$ cat config.mk
export PLATFORM = sky130hd
export DESIGN_NAME = bsw_status_windows
export DESIGN_NICKNAME = d
export VERILOG_FILES = /design/src/logic/bsw_status_windows.v
export VERILOG_INCLUDE_DIRS = /design/src /design/src/logic
export SDC_FILE = /design/constraint.sdc
export NUM_CORES = 1
export LEC_CHECK = 0
export BUFFER_PORTS_ARGS = -buffer_cell sky130_fd_sc_hd__buf_2
export CAP_MARGIN = 5
export CORE_MARGIN = 2
export CORE_UTILIZATION = 35
export DETAILED_ROUTE_END_ITERATION = 8
export GPL_TIMING_DRIVEN = 0
export PLACE_DENSITY = 0.65
export SLEW_MARGIN = 25
export SYNTH_ARGS = -nofsm -noshare
export SYNTH_HDL_FRONTEND = slang
export SYNTH_SLANG_ARGS = --single-unit
export TNS_END_PERCENT = 100
$ cat constraint.sdc
create_clock -name core_clk -period 10.49 [get_ports core_clk]
set_clock_uncertainty 0.2 [all_clocks]
set_input_delay 1.5735 -clock core_clk [delete_from_list [all_inputs] [get_ports core_clk]]
set_output_delay 1.5735 -clock core_clk [all_outputs]
set_load 0.1 [all_outputs]
$ cat src/logic/bsw_defines.vh
// Register map, field positions and reset values of the bridge status and window block
`ifndef BSW_DEFINES_VH
`define BSW_DEFINES_VH

// Byte addresses of the register words
`define BSW_ADDR_SEC_STATUS 8'h1c
`define BSW_ADDR_NP_WINDOW 8'h20
`define BSW_ADDR_PF_WINDOW 8'h24
`define BSW_ADDR_BRIDGE_CTRL 8'h3c
`define BSW_ADDR_W 8

// Secondary status bit positions within the word
`define BSW_BIT_66MHZ 21
`define BSW_BIT_FBB 23
`define BSW_BIT_MDPE 24
`define BSW_DEVSEL_LSB 25
`define BSW_DEVSEL_MSB 26
`define BSW_BIT_STA 27
`define BSW_BIT_RTA 28
`define BSW_BIT_RMA 29
`define BSW_BIT_RSE 30
`define BSW_BIT_DPE 31
`define BSW_FLAG_LSB 27
`define BSW_FLAG_MSB 31
`define BSW_FLAG_W 5

// Device-select timing codes
`define BSW_DEVSEL_MEDIUM 2'h1
`define BSW_DEVSEL_NONE 2'h0

// Window fields
`define BSW_BASE_LSB 4
`define BSW_BASE_MSB 15
`define BSW_LIMIT_LSB 20
`define BSW_LIMIT_MSB 31
`define BSW_CAP_LO_LSB 0
`define BSW_CAP_LO_MSB 3
`define BSW_CAP_HI_LSB 16
`define BSW_CAP_HI_MSB 19
`define BSW_FIELD_W 12
`define BSW_BASE_RESET 12'h800
`define BSW_LIMIT_RESET 12'h000
`define BSW_CAP_64BIT 4'h1

// Bridge control: secondary parity error response enable
`define BSW_BIT_PERR_EN 16

// Synchroniser lanes, their idle level and the strap settling count
`define BSW_SYNC_W 4
`define BSW_SYNC_REV 0
`define BSW_SYNC_PCI 1
`define BSW_SYNC_PERR 2
`define BSW_SYNC_SERR 3
`define BSW_SYNC_IDLE 4'hf
`define BSW_STRAP_SETTLE 2'h2

// Status half-word within the word
`define BSW_STATUS_LSB 16
`define BSW_STATUS_MSB 31

`endif

$ cat src/logic/bsw_status_windows.v
// Secondary status and memory window registers of the bridge, APB slave
//
// The APB register port was left to the implementer.
`timescale 1ns/1ps
`default_nettype none
`include "bsw_defines.vh"

// Behaviour
// - Status bit 21 always reads 1; writes do nothing.
// - Bit 23 is 1 in forward mode with conventional secondary, else 0.
// - Bit 24 sets only when parity enable is set and a qualifying event occurs.
// - Forward: parity error receiving read data or read split response sets bit 24.
// - Forward: parity error pin low while writing data sets bit 24.
// - Forward: split completion message reporting write parity error sets bit 24.
// - Reverse: poisoned completion received or write poisoned by us sets bit 24.
// - Bits 26:25 read 01 forward, 00 reverse.
// - Bit 27: target abort signalled (forward) or completer abort sent (reverse).
// - Bit 28: target abort seen (forward) or completer abort received (reverse).
// - Bit 29: master abort seen (forward) or unsupported request received (reverse).
// - Bit 30: system error pin seen (forward) or error message received (reverse).
// - Bit 31: any parity error (forward) or poisoned packet (reverse), no enable.
// - Non-prefetchable base bits 15:4 read-write, reset 800h, bits 3:0 zero.
// - Non-prefetchable limit bits 31:20 read-write, reset 000h, bits 19:16 zero.
// - Prefetchable base bits 15:4 read-write, reset 800h.
// - Prefetchable limit bits 31:20 read-write, reset 000h.
// - Prefetchable base 3:0 and limit 19:16 read 0001.
// - Reverse: secondary parity response enable gates poisoned packets onto bit 24.
module bsw_status_windows (
  input wire core_clk,
  input wire rst,
  // APB slave
  input wire psel,
  input wire penable,
  input wire pwrite,
  input wire [31:0] paddr,
  input wire [31:0] pwdata,
  output reg [31:0] prdata,
  output reg pready,
  output reg pslverr,
  // Mode straps, asynchronous pins
  input wire reverseMode,
  input wire secondaryPciMode,
  // Bus pins, asynchronous
  input wire secondary_parity_error_n,
  input wire system_error_n,
  // Forward-mode event pulses from the transaction logic
  input wire fwdReadDataParityErr,
  input wire fwdWriteDataPhase,
  input wire fwdSplitMsgParityErr,
  input wire fwdSignalTargetAbort,
  input wire fwdTargetAbortSeen,
  input wire fwdMasterAbortSeen,
  input wire fwdParityErrDetected,
  // Reverse-mode event pulses from the transaction logic
  input wire revPoisonedCplRcvd,
  input wire revWritePoisoned,
  input wire revCplAbortSent,
  input wire revCplAbortRcvd,
  input wire revUnsupCplRcvd,
  input wire revErrMsgRcvd,
  input wire revPoisonedTlpRcvd,
  // Values for the address decoder and status observers
  output reg modeReverse,
  output reg [15:0] secStatus,
  output reg [11:0] nonprefetchBase,
  output reg [11:0] nonprefetchLimit,
  output reg [11:0] prefetchBase,
  output reg [11:0] prefetchLimit
);

  // ==========================================
  // Synchronisers for pins and straps
  wire [`BSW_SYNC_W-1:0] syncOut;
  wire revPin;
  wire secPciPin;
  wire perrLow;
  wire serrLow;

  // Pins idle high, so a reset value of ones raises no false error after reset
  bsw_sync2 #(
    .WIDTH(`BSW_SYNC_W),
    .RESET_VAL(`BSW_SYNC_IDLE)
  ) pinSync (
    .core_clk(core_clk),
    .rst(rst),
    .asyncIn({system_error_n, secondary_parity_error_n, secondaryPciMode, reverseMode}),
    .syncOut(syncOut)
  );

  assign revPin = syncOut[`BSW_SYNC_REV];
  assign secPciPin = syncOut[`BSW_SYNC_PCI];
  assign perrLow = ~syncOut[`BSW_SYNC_PERR];
  assign serrLow = ~syncOut[`BSW_SYNC_SERR];

  // ==========================================
  // Strap capture once the synchroniser holds real pin levels
  // Straps are taken once; later pin changes are ignored
  reg strapDone;
  reg fastB2b;
  reg [1:0] strapWait;

  always @(posedge core_clk or posedge rst) begin
    if (rst) begin
      strapDone <= 1'b0;
      strapWait <= 2'h0;
      modeReverse <= 1'b0;
      fastB2b <= 1'b0;
    end else if (!strapDone) begin
      if (strapWait == `BSW_STRAP_SETTLE) begin
        // Two edges have passed, so the second stage now shows the straps
        strapDone <= 1'b1;
        modeReverse <= revPin;
        fastB2b <= ~revPin & secPciPin;
      end else begin
        strapWait <= strapWait + 2'h1;
      end
    end
  end

  // ==========================================
  // APB decode
  wire setupPhase;
  wire accessDone;
  wire wrDone;
  wire hitStatus;
  wire hitNp;
  wire hitPf;
  wire hitCtrl;
  wire hitAny;
  wire [`BSW_ADDR_W-1:0] addrLo;

  assign addrLo = paddr[`BSW_ADDR_W-1:0];
  assign hitStatus = (addrLo == `BSW_ADDR_SEC_STATUS);
  assign hitNp = (addrLo == `BSW_ADDR_NP_WINDOW);
  assign hitPf = (addrLo == `BSW_ADDR_PF_WINDOW);
  assign hitCtrl = (addrLo == `BSW_ADDR_BRIDGE_CTRL);
  // Upper address bits must be zero for a hit
  assign hitAny = ~|paddr[31:`BSW_ADDR_W] &
                  (hitStatus | hitNp | hitPf | hitCtrl);
  assign setupPhase = psel & ~penable;
  assign accessDone = psel & penable & pready;
  assign wrDone = accessDone & pwrite & hitAny & ~pslverr;

  // ==========================================
  // Bridge control: secondary parity response enable
  reg perrRespEn;

  always @(posedge core_clk or posedge rst) begin
    if (rst) begin
      perrRespEn <= 1'b0;
    end else if (wrDone & hitCtrl) begin
      perrRespEn <= pwdata[`BSW_BIT_PERR_EN];
    end
  end

  // ==========================================
  // Event qualification per mode
  wire mdpeFwd;
  wire mdpeRev;
  wire mdpeEvent;
  reg [`BSW_FLAG_W-1:0] flagEvent;

  assign mdpeFwd = fwdReadDataParityErr |
                   (fwdWriteDataPhase & perrLow) |
                   fwdSplitMsgParityErr;
  assign mdpeRev = revPoisonedCplRcvd | revWritePoisoned |
                   revPoisonedTlpRcvd;
  // One enable gates the parity flag in both modes
  assign mdpeEvent = perrRespEn & (modeReverse ? mdpeRev : mdpeFwd);

  // Route each mode's events onto the shared flag bits; pin errors are levels
  always @* begin
    if (modeReverse) begin
      flagEvent = {revPoisonedTlpRcvd,
                   revErrMsgRcvd,
                   revUnsupCplRcvd,
                   revCplAbortRcvd,
                   revCplAbortSent};
    end else begin
      flagEvent = {fwdParityErrDetected,
                   serrLow,
                   fwdMasterAbortSeen,
                   fwdTargetAbortSeen,
                   fwdSignalTargetAbort};
    end
  end

  // ==========================================
  // Sticky status flags
  wire mdpe;
  wire [`BSW_FLAG_W-1:0] flags;
  wire clrStatus;
  wire [`BSW_FLAG_W-1:0] clrFlags;
  wire [`BSW_FLAG_W-1:0] armedEvent;
  wire armedMdpe;
  wire mdpeClr;

  assign clrStatus = wrDone & hitStatus;
  assign clrFlags = clrStatus ? pwdata[`BSW_FLAG_MSB:`BSW_FLAG_LSB] : {`BSW_FLAG_W{1'b0}};
  assign mdpeClr = clrStatus & pwdata[`BSW_BIT_MDPE];
  // Events are ignored until the mode is known, so none lands in the wrong bit
  assign armedEvent = flagEvent & {`BSW_FLAG_W{strapDone}};
  assign armedMdpe = mdpeEvent & strapDone;

  bsw_sticky_flags #(
    .WIDTH(`BSW_FLAG_W)
  ) abortFlags (
    .core_clk(core_clk),
    .rst(rst),
    .setIn(armedEvent),
    .clrIn(clrFlags),
    .flagOut(flags)
  );

  // The parity flag clears through its own bit of the status word
  bsw_sticky_flags #(
    .WIDTH(1)
  ) parityFlag (
    .core_clk(core_clk),
    .rst(rst),
    .setIn(armedMdpe),
    .clrIn(mdpeClr),
    .flagOut(mdpe)
  );

  // ==========================================
  // Window registers
  // Both halves of a window word are written together
  always @(posedge core_clk or posedge rst) begin
    if (rst) begin
      nonprefetchBase <= `BSW_BASE_RESET;
      nonprefetchLimit <= `BSW_LIMIT_RESET;
      prefetchBase <= `BSW_BASE_RESET;
      prefetchLimit <= `BSW_LIMIT_RESET;
    end else begin
      if (wrDone & hitNp) begin
        nonprefetchBase <= pwdata[`BSW_BASE_MSB:`BSW_BASE_LSB];
        nonprefetchLimit <= pwdata[`BSW_LIMIT_MSB:`BSW_LIMIT_LSB];
      end
      if (wrDone & hitPf) begin
        prefetchBase <= pwdata[`BSW_BASE_MSB:`BSW_BASE_LSB];
        prefetchLimit <= pwdata[`BSW_LIMIT_MSB:`BSW_LIMIT_LSB];
      end
    end
  end

  // ==========================================
  // Read data assembly
  // Reserved bits and unimplemented bridge control bits read zero
  reg [31:0] statusWord;
  reg [31:0] npWord;
  reg [31:0] pfWord;
  reg [31:0] ctrlWord;
  reg [31:0] readWord;

  always @* begin
    statusWord = 32'h00000000;
    statusWord[`BSW_BIT_66MHZ] = 1'b1;
    statusWord[`BSW_BIT_FBB] = fastB2b;
    statusWord[`BSW_BIT_MDPE] = mdpe;
    statusWord[`BSW_DEVSEL_MSB:`BSW_DEVSEL_LSB] =
      modeReverse ? `BSW_DEVSEL_NONE : `BSW_DEVSEL_MEDIUM;
    statusWord[`BSW_FLAG_MSB:`BSW_FLAG_LSB] = flags;
    npWord = 32'h00000000;
    npWord[`BSW_BASE_MSB:`BSW_BASE_LSB] = nonprefetchBase;
    npWord[`BSW_LIMIT_MSB:`BSW_LIMIT_LSB] = nonprefetchLimit;
    pfWord = 32'h00000000;
    pfWord[`BSW_CAP_LO_MSB:`BSW_CAP_LO_LSB] = `BSW_CAP_64BIT;
    pfWord[`BSW_BASE_MSB:`BSW_BASE_LSB] = prefetchBase;
    pfWord[`BSW_CAP_HI_MSB:`BSW_CAP_HI_LSB] = `BSW_CAP_64BIT;
    pfWord[`BSW_LIMIT_MSB:`BSW_LIMIT_LSB] = prefetchLimit;
    ctrlWord = 32'h00000000;
    ctrlWord[`BSW_BIT_PERR_EN] = perrRespEn;
    if (hitStatus) begin
      readWord = statusWord;
    end else if (hitNp) begin
      readWord = npWord;
    end else if (hitPf) begin
      readWord = pfWord;
    end else if (hitCtrl) begin
      readWord = ctrlWord;
    end else begin
      readWord = 32'h00000000;
    end
  end

  // ==========================================
  // APB answer: ready in the first access cycle
  // Unmapped words answer with an error; writes to them are dropped
  always @(posedge core_clk or posedge rst) begin
    if (rst) begin
      pready <= 1'b0;
      pslverr <= 1'b0;
      prdata <= 32'h00000000;
    end else if (setupPhase) begin
      pready <= 1'b1;
      pslverr <= ~hitAny;
      prdata <= (hitAny & ~pwrite) ? readWord : 32'h00000000;
    end else begin
      pready <= 1'b0;
      pslverr <= 1'b0;
      prdata <= 32'h00000000;
    end
  end

  // ==========================================
  // Status half-word for observers
  // One edge behind the flags, for observers outside the block
  always @(posedge core_clk or posedge rst) begin
    if (rst) begin
      secStatus <= 16'h0000;
    end else begin
      secStatus <= statusWord[`BSW_STATUS_MSB:`BSW_STATUS_LSB];
    end
  end

endmodule

// ==========================================
// Two-stage synchroniser for pins from outside the clock domain
module bsw_sync2 #(
  parameter WIDTH = 4,
  parameter [WIDTH-1:0] RESET_VAL = {WIDTH{1'b1}}
) (
  input wire core_clk,
  input wire rst,
  input wire [WIDTH-1:0] asyncIn,
  output wire [WIDTH-1:0] syncOut
);

  reg [WIDTH-1:0] stage1;
  reg [WIDTH-1:0] stage2;

  always @(posedge core_clk or posedge rst) begin
    if (rst) begin
      stage1 <= RESET_VAL;
      stage2 <= RESET_VAL;
    end else begin
      stage1 <= asyncIn;
      stage2 <= stage1;
    end
  end

  // The first stage may go metastable; nothing but the second stage reads it
  // Only the second stage leaves the module
  assign syncOut = stage2;

endmodule

// ==========================================
// Sticky flags: set by an event, cleared by software writing a one
module bsw_sticky_flags #(
  parameter WIDTH = 5
) (
  input wire core_clk,
  input wire rst,
  input wire [WIDTH-1:0] setIn,
  input wire [WIDTH-1:0] clrIn,
  output reg [WIDTH-1:0] flagOut
);

  wire [WIDTH-1:0] next_flagOut;

  // An event in the cycle of a clearing write keeps the flag set
  assign next_flagOut = (flagOut & ~clrIn) | setIn;

  always @(posedge core_clk or posedge rst) begin
    if (rst) begin
      flagOut <= {WIDTH{1'b0}};
    end else begin
      flagOut <= next_flagOut;
    end
  end

endmodule
`default_nettype wire

==> impl_metrics.ini <==
[worst_setup_path]
arrival_ns = 3.62
critPathLaunchType = primary input
worstSetupPathType = in -> reg
endpoint = prefetchLimit[5]$_DFFE_PP0P_
crit_required_ns = 10.52
regToRegSetupSlack_ns = 8.17
reg2reg_from = pready$_DFF_PP0_
cp-startpoint = paddr[7]
rr_endpoint = prefetchLimit[5]$_DFFE_PP0P_
endpoint_kind = flip-flop
critPathMaxFanout = 10
worstRegToRegCells = 5

[cts]
root_buffer = clkbuf_16
cts_setup_buffers = 0
postCtsHoldBufs = 0
clock_path_buffers = 2
clock-sinks = 105
cts-buffers-inserted = 9
clock_latency_ns = 0.34
cts.htree.levels = 3
cts_resized = 0
clkTransAtPathRegs_ns = 0.07
cts_tree = yes

[timing]
timing.final.crit_share = 0.343
finalSetupViolations = 0
fin_crit_ns = 3.59
fmax_mhz = 278
drv_slew = 0
timing.final.ws_setup_ns = 6.90
maxSlewHeadroom = 0.461
rsz0062_at_grt = no
tns_ns = 0
timing.final.hold_violations = 0
max_slew.worst_pin.slew_ns = 0.809

[status]
status = complete, no violations

[power_and_ir_drop]
peakVddDrop_mv = 0.0901
p_leak_nw = 3.06
power_density_mw_per_mm2 = 140
totalPowerFinal_w = 0.000799

[place]
hpwl_microns = 7750
placedCellCount = 638
place.gp.congestion = 0.781
pre_cts_ws_ns = 6.47
io_buffers = 165

[layout]
final_cell_mix = buf_2 (169), dfrtp_1 (95), mux2_1 (40)
diodes = 0
fill_cells = 1121
finalNetCount = 590
regArea_sq_mm = 0.00264
synthToLayoutAreaGrowth_pct = 31.9
multiInputGateArea_sq_mm = 0.00152
drive_gt1_frac = 0.487
layout_commonest_cell = buf_2
instances_no_fill = 654

[yosys]
seq_area_frac_synth = 0.612
avgSynthCellArea_sq_um = 13.8
synthArstFlopShare = 1.00
yosysWarnings = 0
netlist_instances = 313
synth_edf_count = 0
ys_seq_elements = 105
yosys_most_used_dff = dfrtp_1
syn_area_sq_mm = 0.00432
synth_cell_types = 38

[worst_hold_path]
worstHoldStart = pinSync.stage1[1]$_DFF_PP1_
holdCritPathClass = reg -> reg

[detailed_routing]
drt-met1-wl_microns = 4800
ant_nets = 0
first_pass_iters = 4
routed_wl_microns = 10500
dr_wl_met3_microns = 575
met2_length_microns = 4910
vias_per_cell = 4.81
drtIter0Drc = 115
wire_per_inst_microns = 16.0
vias = 3147
drc = 0
routed.top_layer = met4

[global_route]
grt_pass1_vias = 3108
antenna_found_initial = 0
overflow = 0
grt_pass1_wl_microns = 16300
grt_use_total = 0.163
grt_max_degree = 72

[die]
die_w_microns = 115
coreArea_sq_mm = 0.0120
rows = 40
io_pins = 186
die_y_microns = 115
initial_utilization = 0.359
dieArea_sq_mm = 0.0132

[job]
drv_cap = 0
==> cell usage after synthesis, types with 6 or more instances <==
library cell,instances,share of area
a22oi_1,8,0.014
buf_4,13,0.023
dfrtp_1,95,0.55
dfstp_2,10,0.061
inv_1,7,0.0061
mux2_1,40,0.10
mux2_2,22,0.057
mux2i_1,15,0.035
nand2_1,6,0.0052
nand4_1,9,0.013
nor2_1,28,0.024
==> worst max-delay path: stages <==
cell and delay (ns):
buf_2 0.10, nor4_2 0.49, nand3_2 0.22, nor4_4 0.63, buf_6 0.26, mux2_1 0.34
==> routing by layer <==
| metal | vias to the layer above | global-route usage |
|---|---|---|
| met5 | - | 0 |
| met4 | 0 | 0.0699 |
| li1 | 1466 | - |
| met3 | 11 | 0.0422 |
| met2 | 99 | 0.255 |
| met1 | 1571 | 0.216 |
==> worst min-delay path by stage <==
stage | cells after the start | end | slack, ns
2_1_floorplan | 0 | pinSync.syncOut[0]$_DFF_PP1_ | 0.15
3_3_place_gp | 0 | pinSync.syncOut[0]$_DFF_PP1_ | 0.15
3_5_place_dp | 0 | pinSync.syncOut[1]$_DFF_PP1_ | 0.15
4_1_cts | 0 | pinSync.syncOut[1]$_DFF_PP1_ | 0.16
5_1_grt | 0 | pinSync.syncOut[1]$_DFF_PP1_ | 0.17
6_report | 0 | pinSync.syncOut[1]$_DFF_PP1_ | 0.16
==> stage by stage <==
step | utilization | area (sq um) | hold WS [ns]
2_1_floorplan | - | 4360 | 0.145
3_3_place_gp | 0.447 | 5370 | 0.146
3_5_place_dp | 0.450 | 5410 | 0.147
4_1_cts | 0.474 | 5690 | 0.157
5_1_grt | 0.474 | 5690 | 0.166
6_report | 0.474 | 5690 | 0.157
==> layout make-up <==
type | count | share of cell area
Clock buffer | 10 | 0.0420
Timing Repair Buffer | 166 | 0.150
Sequential cell | 105 | 0.464
Inverter | 7 | 0.00550
Multi-Input combinational cell | 187 | 0.267
Tap cell | 147 | 0.0323
Buffer | 26 | 0.0319
Clock inverter | 6 | 0.00769
==> power by group <==
| group | switching [W] | leakage (nW) | internal, W |
|---|---|---|---|
| Clock | 0.000148 | 0.127 | 0.000167 |
| Combinational | 0.0000526 | 1.58 | 0.0000211 |
| Sequential | 0.00000121 | 1.36 | 0.000409 |
==> sequential cells by signal, indices dropped and copies added, names as in the netlist, 2 cells and up <==
| signal | count |
|---|---|
| nonprefetchLimit | 12 |
| abortFlags.flagOut | 5 |
| prdata | 26 |
| secStatus | 9 |
| nonprefetchBase | 12 |
| pinSync.syncOut | 4 |
| strapWait | 2 |
| pinSync.stage1 | 4 |
| prefetchLimit | 12 |
| prefetchBase | 12 |
==> kinds of logic after synthesis <==
logic type,count (synthesis),share of synthesized area
multiplexers,77,0.197
AND/OR/NAND/NOR,71,0.0980
other,2,0.00174
adder cells (fa/ha/maj),1,0.00290
AO/OA/AOI/OAI,23,0.0389
buffers and inverters,33,0.0481
XOR/XNOR,1,0.00203
flip-flops,105,0.612
(Power assumes the default switching activity.)
